## src/rtl/xod_pkg.sv

```systemverilog
package xod_pkg;

  // ----------------------------------------------------------------
  // leading and second opcode bytes
  // ----------------------------------------------------------------
  localparam logic [7:0] OP_PREFIX    = 8'h3c;
  localparam logic [7:0] OP_REG_MEM   = 8'h7d;
  localparam logic [7:0] OP_MEM_MEM   = 8'h2a;
  localparam logic [7:0] OP_PTR       = 8'h07;
  localparam logic [7:0] OP_ACC_SA2   = 8'h9d;
  localparam logic [7:0] SUB_REG_REG  = 8'h8d;
  localparam logic [7:0] SUB_SA2_SA2  = 8'h0d;
  localparam logic [7:0] SUB_SA2_SA1  = 8'h1d;
  localparam logic [7:0] SUB_SA1_SA2  = 8'h2d;
  localparam logic [7:0] SUB_SA1_SA1  = 8'h3d;
  localparam logic [7:0] SUB_ACC_PTR  = 8'h2d;
  localparam logic [7:0] SUB_ACC_LONG = 8'h3d;
  localparam logic [7:0] SUB_PTR_ACC  = 8'had;
  localparam logic [7:0] SUB_LONG_ACC = 8'hbd;

  // ----------------------------------------------------------------
  // low nibble of the register-with-memory second byte
  // ----------------------------------------------------------------
  localparam logic [3:0] NIB_REG_SA2 = 4'h0;
  localparam logic [3:0] NIB_REG_SA1 = 4'h1;
  localparam logic [3:0] NIB_REG_SFR = 4'h2;
  localparam logic [3:0] NIB_SA2_REG = 4'h4;
  localparam logic [3:0] NIB_SA1_REG = 4'h5;
  localparam logic [3:0] NIB_SFR_REG = 4'h6;

  // ----------------------------------------------------------------
  // field positions and counts
  // ----------------------------------------------------------------
  localparam int         REG_HI      = 7;
  localparam int         REG_LO      = 4;
  localparam int         NIB_HI      = 3;
  localparam int         RR_ZERO_BIT = 3;
  localparam int         RR_SRC_HI   = 2;
  localparam logic [1:0] OPS_NONE    = 2'h0;
  localparam logic [1:0] OPS_ONE     = 2'h1;
  localparam logic [1:0] OPS_TWO     = 2'h2;
  localparam logic [3:0] REG_RESET   = 4'h0;
  localparam logic [7:0] BYTE_RESET  = 8'h00;

  typedef enum logic [4:0] {
    F_NONE, F_REG_REG, F_REG_SA2, F_REG_SA1, F_SA2_REG, F_SA1_REG, F_REG_SFR, F_SFR_REG,
    F_SA2_SA2, F_SA2_SA1, F_SA1_SA2, F_SA1_SA1, F_ACC_SA2,
    F_ACC_PTR2, F_ACC_LONG2, F_PTR2_ACC, F_LONG2_ACC,
    F_ACC_PTR1, F_ACC_LONG1, F_PTR1_ACC, F_LONG1_ACC
  } xod_form_t;

  typedef enum logic [3:0] {
    K_NONE, K_REG, K_ACC, K_SFR, K_AREA_ONE, K_AREA_TWO,
    K_AREA_ONE_PTR, K_AREA_TWO_PTR, K_AREA_ONE_LONG_PTR, K_AREA_TWO_LONG_PTR
  } xod_kind_t;

endpackage

```

## src/rtl/xod_form_table.sv

```systemverilog
`timescale 1ns/10ps
module xod_form_table (
  input  wire logic              prefixed,
  input  wire logic [7:0]        leadByte,
  input  wire logic [7:0]        subByte,
  output xod_pkg::xod_form_t     form,
  output xod_pkg::xod_kind_t     dstKind,
  output xod_pkg::xod_kind_t     srcKind,
  output logic      [1:0]        opCount,
  output logic                   regInSub
);

  // ----------------------------------------------------------------
  // pure lookup; an unlisted pair leaves form at F_NONE
  // ----------------------------------------------------------------
  always_comb
  begin
    form     = xod_pkg::F_NONE;
    dstKind  = xod_pkg::K_NONE;
    srcKind  = xod_pkg::K_NONE;
    opCount  = xod_pkg::OPS_NONE;
    regInSub = 1'b0;
    case (leadByte)
      xod_pkg::OP_PREFIX:
        if (prefixed && subByte == xod_pkg::SUB_REG_REG)
        begin
          form    = xod_pkg::F_REG_REG; //RULE_01
          dstKind = xod_pkg::K_REG;
          srcKind = xod_pkg::K_REG;
          opCount = xod_pkg::OPS_ONE;
        end
      xod_pkg::OP_REG_MEM:
        if (!prefixed)
        begin
          regInSub = 1'b1;
          opCount  = xod_pkg::OPS_ONE;
          case (subByte[xod_pkg::NIB_HI:0])
            xod_pkg::NIB_REG_SA2: {form, dstKind, srcKind} =
              {xod_pkg::F_REG_SA2, xod_pkg::K_REG, xod_pkg::K_AREA_TWO}; //RULE_02
            xod_pkg::NIB_REG_SA1: {form, dstKind, srcKind} =
              {xod_pkg::F_REG_SA1, xod_pkg::K_REG, xod_pkg::K_AREA_ONE}; //RULE_03
            xod_pkg::NIB_SA2_REG: {form, dstKind, srcKind} =
              {xod_pkg::F_SA2_REG, xod_pkg::K_AREA_TWO, xod_pkg::K_REG}; //RULE_04
            xod_pkg::NIB_SA1_REG: {form, dstKind, srcKind} =
              {xod_pkg::F_SA1_REG, xod_pkg::K_AREA_ONE, xod_pkg::K_REG}; //RULE_05
            xod_pkg::NIB_REG_SFR: {form, dstKind, srcKind} =
              {xod_pkg::F_REG_SFR, xod_pkg::K_REG, xod_pkg::K_SFR}; //RULE_06
            xod_pkg::NIB_SFR_REG: {form, dstKind, srcKind} =
              {xod_pkg::F_SFR_REG, xod_pkg::K_SFR, xod_pkg::K_REG}; //RULE_07
            default: opCount = xod_pkg::OPS_NONE;
          endcase
        end
      xod_pkg::OP_MEM_MEM:
        if (!prefixed)
        begin
          opCount = xod_pkg::OPS_TWO;
          case (subByte)
            xod_pkg::SUB_SA2_SA2: {form, dstKind, srcKind} =
              {xod_pkg::F_SA2_SA2, xod_pkg::K_AREA_TWO, xod_pkg::K_AREA_TWO}; //RULE_08
            xod_pkg::SUB_SA2_SA1: {form, dstKind, srcKind} =
              {xod_pkg::F_SA2_SA1, xod_pkg::K_AREA_TWO, xod_pkg::K_AREA_ONE};
            xod_pkg::SUB_SA1_SA2: {form, dstKind, srcKind} =
              {xod_pkg::F_SA1_SA2, xod_pkg::K_AREA_ONE, xod_pkg::K_AREA_TWO};
            xod_pkg::SUB_SA1_SA1: {form, dstKind, srcKind} =
              {xod_pkg::F_SA1_SA1, xod_pkg::K_AREA_ONE, xod_pkg::K_AREA_ONE}; //RULE_09
            default: opCount = xod_pkg::OPS_NONE;
          endcase
        end
      xod_pkg::OP_PTR:
      begin
        // the prefix picks area one over area two
        opCount = xod_pkg::OPS_ONE; //RULE_12
        case (subByte)
          xod_pkg::SUB_ACC_PTR: {form, dstKind, srcKind} = prefixed ?
            {xod_pkg::F_ACC_PTR1, xod_pkg::K_ACC, xod_pkg::K_AREA_ONE_PTR} :
            {xod_pkg::F_ACC_PTR2, xod_pkg::K_ACC, xod_pkg::K_AREA_TWO_PTR};
          xod_pkg::SUB_ACC_LONG: {form, dstKind, srcKind} = prefixed ?
            {xod_pkg::F_ACC_LONG1, xod_pkg::K_ACC, xod_pkg::K_AREA_ONE_LONG_PTR} :
            {xod_pkg::F_ACC_LONG2, xod_pkg::K_ACC, xod_pkg::K_AREA_TWO_LONG_PTR};
          xod_pkg::SUB_PTR_ACC: {form, dstKind, srcKind} = prefixed ?
            {xod_pkg::F_PTR1_ACC, xod_pkg::K_AREA_ONE_PTR, xod_pkg::K_ACC} :
            {xod_pkg::F_PTR2_ACC, xod_pkg::K_AREA_TWO_PTR, xod_pkg::K_ACC};
          xod_pkg::SUB_LONG_ACC: {form, dstKind, srcKind} = prefixed ?
            {xod_pkg::F_LONG1_ACC, xod_pkg::K_AREA_ONE_LONG_PTR, xod_pkg::K_ACC} :
            {xod_pkg::F_LONG2_ACC, xod_pkg::K_AREA_TWO_LONG_PTR, xod_pkg::K_ACC};
          default: opCount = xod_pkg::OPS_NONE;
        endcase
      end
      default: opCount = xod_pkg::OPS_NONE;
    endcase
  end

endmodule

```

## src/rtl/xod_xor_unit.sv

```systemverilog
`timescale 1ns/10ps
module xod_xor_unit (
  input  wire logic       clock,
  input  wire logic       rstn,
  input  wire logic       opValid,
  input  wire logic [7:0] firstOp,
  input  wire logic [7:0] secondOp,
  output logic            resultValid,
  output logic [7:0]      result
);

  typedef struct packed {
    logic       valid;
    logic [7:0] value;
  } xod_xor_state_t;

  xod_xor_state_t st;
  xod_xor_state_t next_st;

  // ----------------------------------------------------------------
  // result is registered and held on its own output; neither operand is written
  // ----------------------------------------------------------------
  always_comb
  begin
    next_st       = st;
    next_st.valid = opValid;
    if (opValid)
    begin
      next_st.value = firstOp ^ secondOp; //RULE_11
    end
  end

  always_ff @(posedge clock)
  begin
    if (!rstn)
    begin
      st <= '0;
    end
    else
    begin
      st <= next_st;
    end
  end

  assign resultValid = st.valid;
  assign result      = st.value;

  a_xor_result: assert property (@(posedge clock) disable iff (!rstn) //RULE_11
    opValid |=> resultValid && result == ($past(firstOp) ^ $past(secondOp)))
    else $error("xor result does not match its operands");

endmodule

```

## src/rtl/xod_decoder.sv

```systemverilog
`timescale 1ns/10ps
// How it works
// RULE_01: prefix then 8d; third byte: destination reg high nibble, zero, source low bits.
// RULE_02: 7d group, low nibble 0: register from area two, offset follows.
// RULE_03: 7d group, low nibble 1: register from area one, offset follows.
// RULE_04: 7d group, low nibble 4: area two destination, register source.
// RULE_05: 7d group, low nibble 5: area one destination, register source.
// RULE_06: 7d group, low nibble 2: register from special register offset.
// RULE_07: 7d group, low nibble 6: special register destination, register source.
// RULE_08: 2a 0d: area two to area two, source then destination offset.
// RULE_09: 2a 3d: area one to area one, source then destination offset.
// RULE_10: special register operand byte is an offset, passed through unchanged.
// RULE_11: result is first XOR second, written to first operand only. Here it only drives the result output.
// RULE_12: 9d plus offset is accumulator with area two; prefix selects area one. Here 3c 9d is flagged illegal; the prefix selects area one only for 07 forms.
module xod_decoder (
  input  wire logic             clock,
  input  wire logic             rstn,
  input  wire logic             byteValid,
  input  wire logic [7:0]       byteData,
  input  wire logic             opValid,
  input  wire logic [7:0]       firstOp,
  input  wire logic [7:0]       secondOp,
  output logic                  formValid,
  output xod_pkg::xod_form_t    formCode,
  output xod_pkg::xod_kind_t    dstKind,
  output xod_pkg::xod_kind_t    srcKind,
  output logic [3:0]            dstReg,
  output logic [3:0]            srcReg,
  output logic [7:0]            srcOffset,
  output logic [7:0]            dstOffset,
  output logic                  illegal,
  output logic                  resultValid,
  output logic [7:0]            result
);

  typedef enum logic [1:0] {S_IDLE, S_PREFIX, S_SUB, S_OPERAND} xod_stage_t;

  typedef struct packed {
    xod_stage_t         stage;
    logic [7:0]         lead;
    logic               prefixed;
    xod_pkg::xod_form_t form;
    xod_pkg::xod_kind_t dk;
    xod_pkg::xod_kind_t sk;
    logic [3:0]         dreg;
    logic [3:0]         sreg;
    logic [7:0]         soff;
    logic [7:0]         doff;
    logic [1:0]         left;
    logic               fvalid;
    logic               bad;
  } xod_dec_state_t;

  xod_dec_state_t     st;
  xod_dec_state_t     next_st;
  logic               tabPrefixed;
  logic [7:0]         tabLead;
  xod_pkg::xod_form_t tabForm;
  xod_pkg::xod_kind_t tabDst;
  xod_pkg::xod_kind_t tabSrc;
  logic [1:0]         tabOps;
  logic               tabRegInSub;
  logic               dstIsMem;

  // ----------------------------------------------------------------
  // lookup of lead and second byte
  // ----------------------------------------------------------------
  assign tabPrefixed = (st.stage == S_PREFIX) ? 1'b1 : st.prefixed;
  assign tabLead     = (st.stage == S_PREFIX) ? xod_pkg::OP_PREFIX : st.lead;

  xod_form_table u_table (
    .prefixed (tabPrefixed),
    .leadByte (tabLead),
    .subByte  (byteData),
    .form     (tabForm),
    .dstKind  (tabDst),
    .srcKind  (tabSrc),
    .opCount  (tabOps),
    .regInSub (tabRegInSub)
  );

  assign dstIsMem = (st.dk != xod_pkg::K_REG) && (st.dk != xod_pkg::K_ACC);

  // ----------------------------------------------------------------
  // byte sequencer
  // ----------------------------------------------------------------
  always_comb
  begin
    next_st        = st;
    next_st.fvalid = 1'b0;
    next_st.bad    = 1'b0;
    if (byteValid)
    begin
      case (st.stage)
        S_IDLE:
        begin
          next_st.prefixed = 1'b0;
          next_st.lead     = byteData;
          case (byteData)
            xod_pkg::OP_PREFIX: next_st.stage = S_PREFIX;
            xod_pkg::OP_ACC_SA2:
            begin
              // two-byte form: offset is the only operand
              next_st.form  = xod_pkg::F_ACC_SA2; //RULE_12
              next_st.dk    = xod_pkg::K_ACC;
              next_st.sk    = xod_pkg::K_AREA_TWO;
              next_st.left  = xod_pkg::OPS_ONE;
              next_st.stage = S_OPERAND;
            end
            xod_pkg::OP_REG_MEM, xod_pkg::OP_MEM_MEM, xod_pkg::OP_PTR:
              next_st.stage = S_SUB;
            default: next_st.bad = 1'b1;
          endcase
        end
        S_PREFIX:
        begin
          if (byteData == xod_pkg::OP_PTR)
          begin
            next_st.lead     = xod_pkg::OP_PTR; //RULE_12
            next_st.prefixed = 1'b1;
            next_st.stage    = S_SUB;
          end
          else if (tabForm != xod_pkg::F_NONE)
          begin
            next_st.form  = tabForm; //RULE_01
            next_st.dk    = tabDst;
            next_st.sk    = tabSrc;
            next_st.left  = tabOps;
            next_st.stage = S_OPERAND;
          end
          else
          begin
            next_st.bad   = 1'b1;
            next_st.stage = S_IDLE;
          end
        end
        S_SUB:
        begin
          if (tabForm != xod_pkg::F_NONE)
          begin
            next_st.form  = tabForm;
            next_st.dk    = tabDst;
            next_st.sk    = tabSrc;
            next_st.left  = tabOps;
            next_st.stage = S_OPERAND;
            if (tabRegInSub)
            begin
              // one register serves either side of the 7d group
              next_st.dreg = byteData[xod_pkg::REG_HI:xod_pkg::REG_LO];
              next_st.sreg = byteData[xod_pkg::REG_HI:xod_pkg::REG_LO];
            end
          end
          else
          begin
            next_st.bad   = 1'b1;
            next_st.stage = S_IDLE;
          end
        end
        S_OPERAND:
        begin
          if (st.form == xod_pkg::F_REG_REG)
          begin
            next_st.stage = S_IDLE;
            if (byteData[xod_pkg::RR_ZERO_BIT])
            begin
              next_st.bad = 1'b1; //RULE_01
            end
            else
            begin
              next_st.dreg   = byteData[xod_pkg::REG_HI:xod_pkg::REG_LO]; //RULE_01
              next_st.sreg   = {1'b0, byteData[xod_pkg::RR_SRC_HI:0]};
              next_st.fvalid = 1'b1;
            end
          end
          else if (st.left == xod_pkg::OPS_TWO)
          begin
            next_st.soff = byteData; //RULE_08
            next_st.left = xod_pkg::OPS_ONE;
          end
          else
          begin
            // sfr operand stays a raw offset, no address is formed
            if (dstIsMem)
            begin
              next_st.doff = byteData; //RULE_10
            end
            else
            begin
              next_st.soff = byteData; //RULE_10
            end
            next_st.left   = xod_pkg::OPS_NONE;
            next_st.fvalid = 1'b1;
            next_st.stage  = S_IDLE;
          end
        end
        default: next_st.stage = S_IDLE;
      endcase
    end
  end

  always_ff @(posedge clock)
  begin
    if (!rstn)
    begin
      st <= '{stage: S_IDLE, lead: xod_pkg::BYTE_RESET, prefixed: 1'b0,
              form: xod_pkg::F_NONE, dk: xod_pkg::K_NONE, sk: xod_pkg::K_NONE,
              dreg: xod_pkg::REG_RESET, sreg: xod_pkg::REG_RESET,
              soff: xod_pkg::BYTE_RESET, doff: xod_pkg::BYTE_RESET,
              left: xod_pkg::OPS_NONE, fvalid: 1'b0, bad: 1'b0};
    end
    else
    begin
      st <= next_st;
    end
  end

  assign formValid = st.fvalid;
  assign formCode  = st.form;
  assign dstKind   = st.dk;
  assign srcKind   = st.sk;
  assign dstReg    = st.dreg;
  assign srcReg    = st.sreg;
  assign srcOffset = st.soff;
  assign dstOffset = st.doff;
  assign illegal   = st.bad;

  // ----------------------------------------------------------------
  // execution
  // ----------------------------------------------------------------
  xod_xor_unit u_xor (
    .clock       (clock),
    .rstn        (rstn),
    .opValid     (opValid),
    .firstOp     (firstOp),
    .secondOp    (secondOp),
    .resultValid (resultValid),
    .result      (result)
  );

  // ----------------------------------------------------------------
  // checks
  // ----------------------------------------------------------------
  a_reg_reg_form: assert property (@(posedge clock) disable iff (!rstn) //RULE_01
    (st.stage == S_IDLE && byteValid && byteData == 8'h3c) ##1
    (byteValid && byteData == 8'h8d) ##1 (byteValid && !byteData[3])
    |=> formValid && formCode == xod_pkg::F_REG_REG &&
        dstReg == $past(byteData[7:4]) && srcReg == {1'b0, $past(byteData[2:0])})
    else $error("register pair form decoded wrongly");

  a_reg_area_two: assert property (@(posedge clock) disable iff (!rstn) //RULE_02
    (st.stage == S_IDLE && byteValid && byteData == 8'h7d) ##1
    (byteValid && byteData[3:0] == 4'h0) ##1 byteValid
    |=> formValid && formCode == xod_pkg::F_REG_SA2 && srcKind == xod_pkg::K_AREA_TWO &&
        srcOffset == $past(byteData) && dstReg == $past(byteData[7:4], 2))
    else $error("register from area two decoded wrongly");

  a_reg_area_one: assert property (@(posedge clock) disable iff (!rstn) //RULE_03
    (st.stage == S_IDLE && byteValid && byteData == 8'h7d) ##1
    (byteValid && byteData[3:0] == 4'h1) ##1 byteValid
    |=> formValid && srcKind == xod_pkg::K_AREA_ONE && srcOffset == $past(byteData))
    else $error("register from area one decoded wrongly");

  a_area_two_dst: assert property (@(posedge clock) disable iff (!rstn) //RULE_04
    (st.stage == S_IDLE && byteValid && byteData == 8'h7d) ##1
    (byteValid && byteData[3:0] == 4'h4) ##1 byteValid
    |=> formValid && dstKind == xod_pkg::K_AREA_TWO && dstOffset == $past(byteData) &&
        srcReg == $past(byteData[7:4], 2))
    else $error("area two destination decoded wrongly");

  a_area_one_dst: assert property (@(posedge clock) disable iff (!rstn) //RULE_05
    (st.stage == S_IDLE && byteValid && byteData == 8'h7d) ##1
    (byteValid && byteData[3:0] == 4'h5) ##1 byteValid
    |=> formValid && formCode == xod_pkg::F_SA1_REG && dstOffset == $past(byteData))
    else $error("area one destination decoded wrongly");

  a_reg_from_sfr: assert property (@(posedge clock) disable iff (!rstn) //RULE_06
    (st.stage == S_IDLE && byteValid && byteData == 8'h7d) ##1
    (byteValid && byteData[3:0] == 4'h2) ##1 byteValid
    |=> formValid && srcKind == xod_pkg::K_SFR && dstKind == xod_pkg::K_REG)
    else $error("register from special register decoded wrongly");

  a_sfr_offset_dst: assert property (@(posedge clock) disable iff (!rstn) //RULE_07
    (st.stage == S_IDLE && byteValid && byteData == 8'h7d) ##1
    (byteValid && byteData[3:0] == 4'h6) ##1 byteValid
    |=> formValid && dstKind == xod_pkg::K_SFR && dstOffset == $past(byteData))
    else $error("special register destination decoded wrongly");

  a_sfr_raw_offset: assert property (@(posedge clock) disable iff (!rstn) //RULE_10
    formValid && srcKind == xod_pkg::K_SFR |-> srcOffset == $past(byteData, 1))
    else $error("special register offset altered");

  a_area_two_pair: assert property (@(posedge clock) disable iff (!rstn) //RULE_08
    (st.stage == S_IDLE && byteValid && byteData == 8'h2a) ##1
    (byteValid && byteData == 8'h0d) ##1 byteValid [*2]
    |=> formValid && formCode == xod_pkg::F_SA2_SA2 &&
        srcOffset == $past(byteData, 2) && dstOffset == $past(byteData))
    else $error("area two pair decoded wrongly");

  a_area_one_pair: assert property (@(posedge clock) disable iff (!rstn) //RULE_09
    (st.stage == S_IDLE && byteValid && byteData == 8'h2a) ##1
    (byteValid && byteData == 8'h3d) ##1 byteValid [*2]
    |=> formValid && formCode == xod_pkg::F_SA1_SA1 &&
        srcOffset == $past(byteData, 2) && dstOffset == $past(byteData))
    else $error("area one pair decoded wrongly");

  a_acc_short_form: assert property (@(posedge clock) disable iff (!rstn) //RULE_12
    (st.stage == S_IDLE && byteValid && byteData == 8'h9d) ##1 byteValid
    |=> formValid && formCode == xod_pkg::F_ACC_SA2 && srcOffset == $past(byteData))
    else $error("accumulator area two form decoded wrongly");

endmodule

```

## config.mk

```make
export PLATFORM = sky130hd
export DESIGN_NAME = xod_decoder
export DESIGN_NICKNAME = d
export VERILOG_FILES = /design/src/rtl/xod_pkg.sv /design/src/rtl/xod_form_table.sv /design/src/rtl/xod_xor_unit.sv /design/src/rtl/xod_decoder.sv
export SDC_FILE = /design/constraint.sdc
export NUM_CORES = 1
export LEC_CHECK = 0
export ABC_CLOCK_PERIOD_IN_PS = 2950
export BUFFER_PORTS_ARGS = -buffer_cell sky130_fd_sc_hd__buf_2
export CORE_ASPECT_RATIO = 2
export CORE_MARGIN = 5
export CORE_UTILIZATION = 55
export CTS_CLUSTER_SIZE = 8
export DETAILED_ROUTE_END_ITERATION = 12
export PLACE_DENSITY = 0.87
export SETUP_SLACK_MARGIN = 0.1
export SYNTH_ARGS = -nofsm -noshare
export SYNTH_HDL_FRONTEND = slang
export SYNTH_SLANG_ARGS = --single-unit
```

## constraint.sdc

```tcl
create_clock -name clock -period 2.95 [get_ports clock]
set_input_delay 0.295 -clock clock [delete_from_list [all_inputs] [get_ports clock]]
set_output_delay 0.295 -clock clock [all_outputs]
set_load 0.02 [all_outputs]
```

==> flow_summary.json <==
{
  "drtPass1Iterations": 5,
  "pwr-share-seq": 0.381,
  "p_int_mw": 1.742,
  "synth_ff_type": "dfxtp_1",
  "cts_hold_buf": 0,
  "grt_pass1_wl_um": 15480,
  "cp_slowest_stage_delay_ns": 0.53,
  "cp.arrival_ns": 2.89,
  "dp_hpwl_um": 7129,
  "critical_path_buf_inv_count": 1,
  "detail-route-antenna-nets": 0,
  "viasPerCell": 5.939,
  "start_util": 0.5600,
  "synth_area_um2": 3533,
  "grt_usage": 0.2550,
  "sw_frac_of_total": 0.2690,
  "drive_gt1_frac": 0.2385,
  "period_share": 0.9039,
  "drv_slew": 0,
  "multi_input_area_um2": 1878,
  "dieArea_um2": 8224,
  "ios": 76,
  "seq_area_um2": 1221,
  "crit_family": "simple AND/OR/NAND/NOR gates",
  "min_period_ns": 2.667,
  "cp_cell_sequence": "inv_1 -> ha_1 -> or2_1 -> or4_1 -> o32a_1 -> a31o_1 -> or4_1 -> o211a_1",
  "pre_cts_ws_ns": 0.3255,
  "drv_cap": 0,
  "syn_avg_cell_area_um2": 8.453,
  "peakVddDrop_mv": 0.3743,
  "crit_path_frequent_cell": "or4_1",
  "setup_tns_ns": 0,
  "p_clk_frac": 0.452,
  "relSlewSlack": 0.3524,
  "globalplace.congestion": 1.026,
  "cp-end-kind": "register",
  "synth_edf_count": 0,
  "synth_cell_types": 57,
  "cts.sinks": 61,
  "nets": 485,
  "setup_viol": 0,
  "power.leakage_nw": 1.810,
  "synthCells": 418,
  "grt_max_degree": 65,
  "grt.overflow.total": 0,
  "port_buffers": 75,
  "p_sw_uw": 641.2,
  "cp-start-kind": "register",
  "ys_ff_latch": 61,
  "post_cts_buffers": 0,
  "wl_per_cell_um": 18.12,
  "slowest_stage": "or4_1",
  "drc": 0,
  "cts_max_level": 3,
  "hold_path.class": "input pin to register",
  "reg2reg_depth": 8,
  "cts-buffers-inserted": 9,
  "die_h_um": 123.4,
  "ys_seq_area_frac": 0.3456,
  "syn_nets": 451,
  "drt-total-wl_um": 9841,
  "rows": 41,
  "hold_path_depth": 3,
  "async_reset_ff_frac": 0,
  "clk_latency_ns": 0.33,
  "fillers": 559,
  "status": "complete, no violations",
  "combPwrFrac": 0.167,
  "power_mw": 2.383,
  "setup_ws_ns": 0.2835,
  "hold_violations": 0,
  "antenna_found_initial": 0,
  "cts_buffer_depth": 2,
  "die_w_um": 66.68,
  "power_density_nw_per_um2": 588.1,
  "fp.coreArea_um2": 6310,
  "detailroute.via_count": 3225,
  "cts-root-buf": "clkbuf_16",
  "worstPathRequired_ns": 3.17,
  "rsz0062_at_grt": "false",
  "path_max_fanout": 4,
  "cts-resized-gates": 0,
  "crit_cells": 8,
  "cts_tree": "yes",
  "area_growth_pct": 14.70,
  "max_freq_mhz": 375.0,
  "grt_pass1_vias": 3164,
  "fin_skew_ns": 0.006058,
  "worstSetupPathType": "register to register",
  "yosys_warnings": 0,
  "drt_iter0_drc": 159,
  "antenna_cells": 0,
  "cts.clk_slew.worst_paths_ns": 0.05,
  "tightest_slew_ns": 0.9715
}
==> metal layers <==
metal / GRT usage / share of wire
met3: 0.05727 / 0.066
met4: 0.1781 / 0.058
met2: 0.4577 / 0.54
met1: 0.2484 / 0.34
met5: 0 / 0
==> worst min-delay path, stage by stage <==
cell	delay [ns]
buf_2	0.12
nand4_1	0.06
a21boi_0	0.07
==> cells in the mapped netlist (6+ instances only) <==
| master | instances | area share |
|---|---|---|
| a21boi_0 | 7 | 0.015 |
| a21oi_1 | 12 | 0.017 |
| a31oi_1 | 8 | 0.014 |
| buf_4 | 37 | 0.079 |
| clkbuf_1 | 27 | 0.029 |
| dfxtp_1 | 61 | 0.35 |
| inv_1 | 10 | 0.011 |
| mux2i_1 | 21 | 0.059 |
| nand2_1 | 35 | 0.037 |
| nand3_1 | 12 | 0.017 |
| nand4_1 | 13 | 0.023 |
| nor2_1 | 17 | 0.018 |
| nor2b_1 | 28 | 0.050 |
| nor3_1 | 6 | 0.0085 |
| o211a_1 | 11 | 0.031 |
| o21ai_0 | 16 | 0.023 |
| xnor2_1 | 10 | 0.025 |
==> area by class of cell <==
type | count | share of cell area
Multi-Input combinational cell | 279 | 0.4634
Sequential cell | 61 | 0.3013
Timing Repair Buffer | 91 | 0.1223
Clock buffer | 13 | 0.06669
Tap cell | 86 | 0.02655
Clock inverter | 3 | 0.01050
Inverter | 10 | 0.009262
==> final timing paths <==
path	from	endpoint	slack, ns
max	st[51]	formCode[3]	0.28
min	byteData[3]	st[45]	0.28
max reg2reg	st[51]	formCode[3]	0.28
min reg2reg	srcKind[3]	srcKind[3]	0.46
==> stage by stage <==
stage | utilization | instances | cell area [um^2] | hold WS (ns)
2_1_floorplan | - | 418 | 3533 | 0.4312
3_3_place_gp | 0.5927 | 527 | 3740 | 0.4435
3_5_place_dp | 0.5927 | 527 | 3740 | 0.4441
4_1_cts | 0.6423 | 543 | 4053 | 0.2617
5_1_grt | 0.6423 | 543 | 4053 | 0.3066
6_report | 0.6423 | 543 | 4053 | 0.2761
==> power by group through the flow <==
stage | combinational, mW | sequential (mW) | clock [mW]
after floorplan | 0.268 | 0.925 | 0
after global placement | 0.388 | 0.918 | 0
after detailed placement | 0.394 | 0.921 | 0
after CTS | 0.396 | 0.906 | 1.10
after global routing | 0.434 | 0.912 | 1.13
final | 0.398 | 0.908 | 1.08
==> sequential cells by signal (all words and copies together) (netlist names) <==
register	count
u_xor.result	8
dstKind	4
dstOffset	8
dstReg	4
formValid	1
illegal	1
srcKind	4
st	13
u_xor.resultValid	1
srcOffset	8
formCode	5
srcReg	4
==> cell usage in the layout (no fill, tap or decap), types with 3 or more instances in the layout <==
| cell | count |
|---|---|
| a31oi_1 | 8 |
| or4_1 | 4 |
| clkbuf_8 | 3 |
| dfxtp_1 | 61 |
| nor3b_1 | 3 |
| a21boi_0 | 7 |
| nor4_1 | 3 |
| nand3_1 | 12 |
| nand4b_1 | 3 |
| nand2_1 | 35 |
| mux2i_1 | 21 |
| o211a_1 | 11 |
| buf_4 | 16 |
| a21oi_1 | 12 |
| buf_2 | 75 |
| nor4bb_1 | 5 |
| a21boi_1 | 5 |
| o31ai_1 | 3 |
| and2_1 | 5 |
| inv_1 | 10 |
| o21ai_0 | 16 |
| o311a_1 | 4 |
| ha_1 | 5 |
| nand4_1 | 13 |
| clkbuf_16 | 9 |
| or3_1 | 3 |
| nand2b_1 | 5 |
| xnor2_1 | 10 |
| nor3_1 | 6 |
| nor2_1 | 17 |
| nor2b_1 | 28 |
==> cells by family after synthesis <==
group	after synthesis	synth area share
DFF	61	0.3456
AOI/OAI and AO/OA	88	0.1803
muxes	22	0.06268
and+or+nand+nor	152	0.2412
xor gates and xnor gates	12	0.02974
buffers and inverters	78	0.1229
adders and majority gates	5	0.01771
Note: power is estimated with default switching activity, not from simulation.
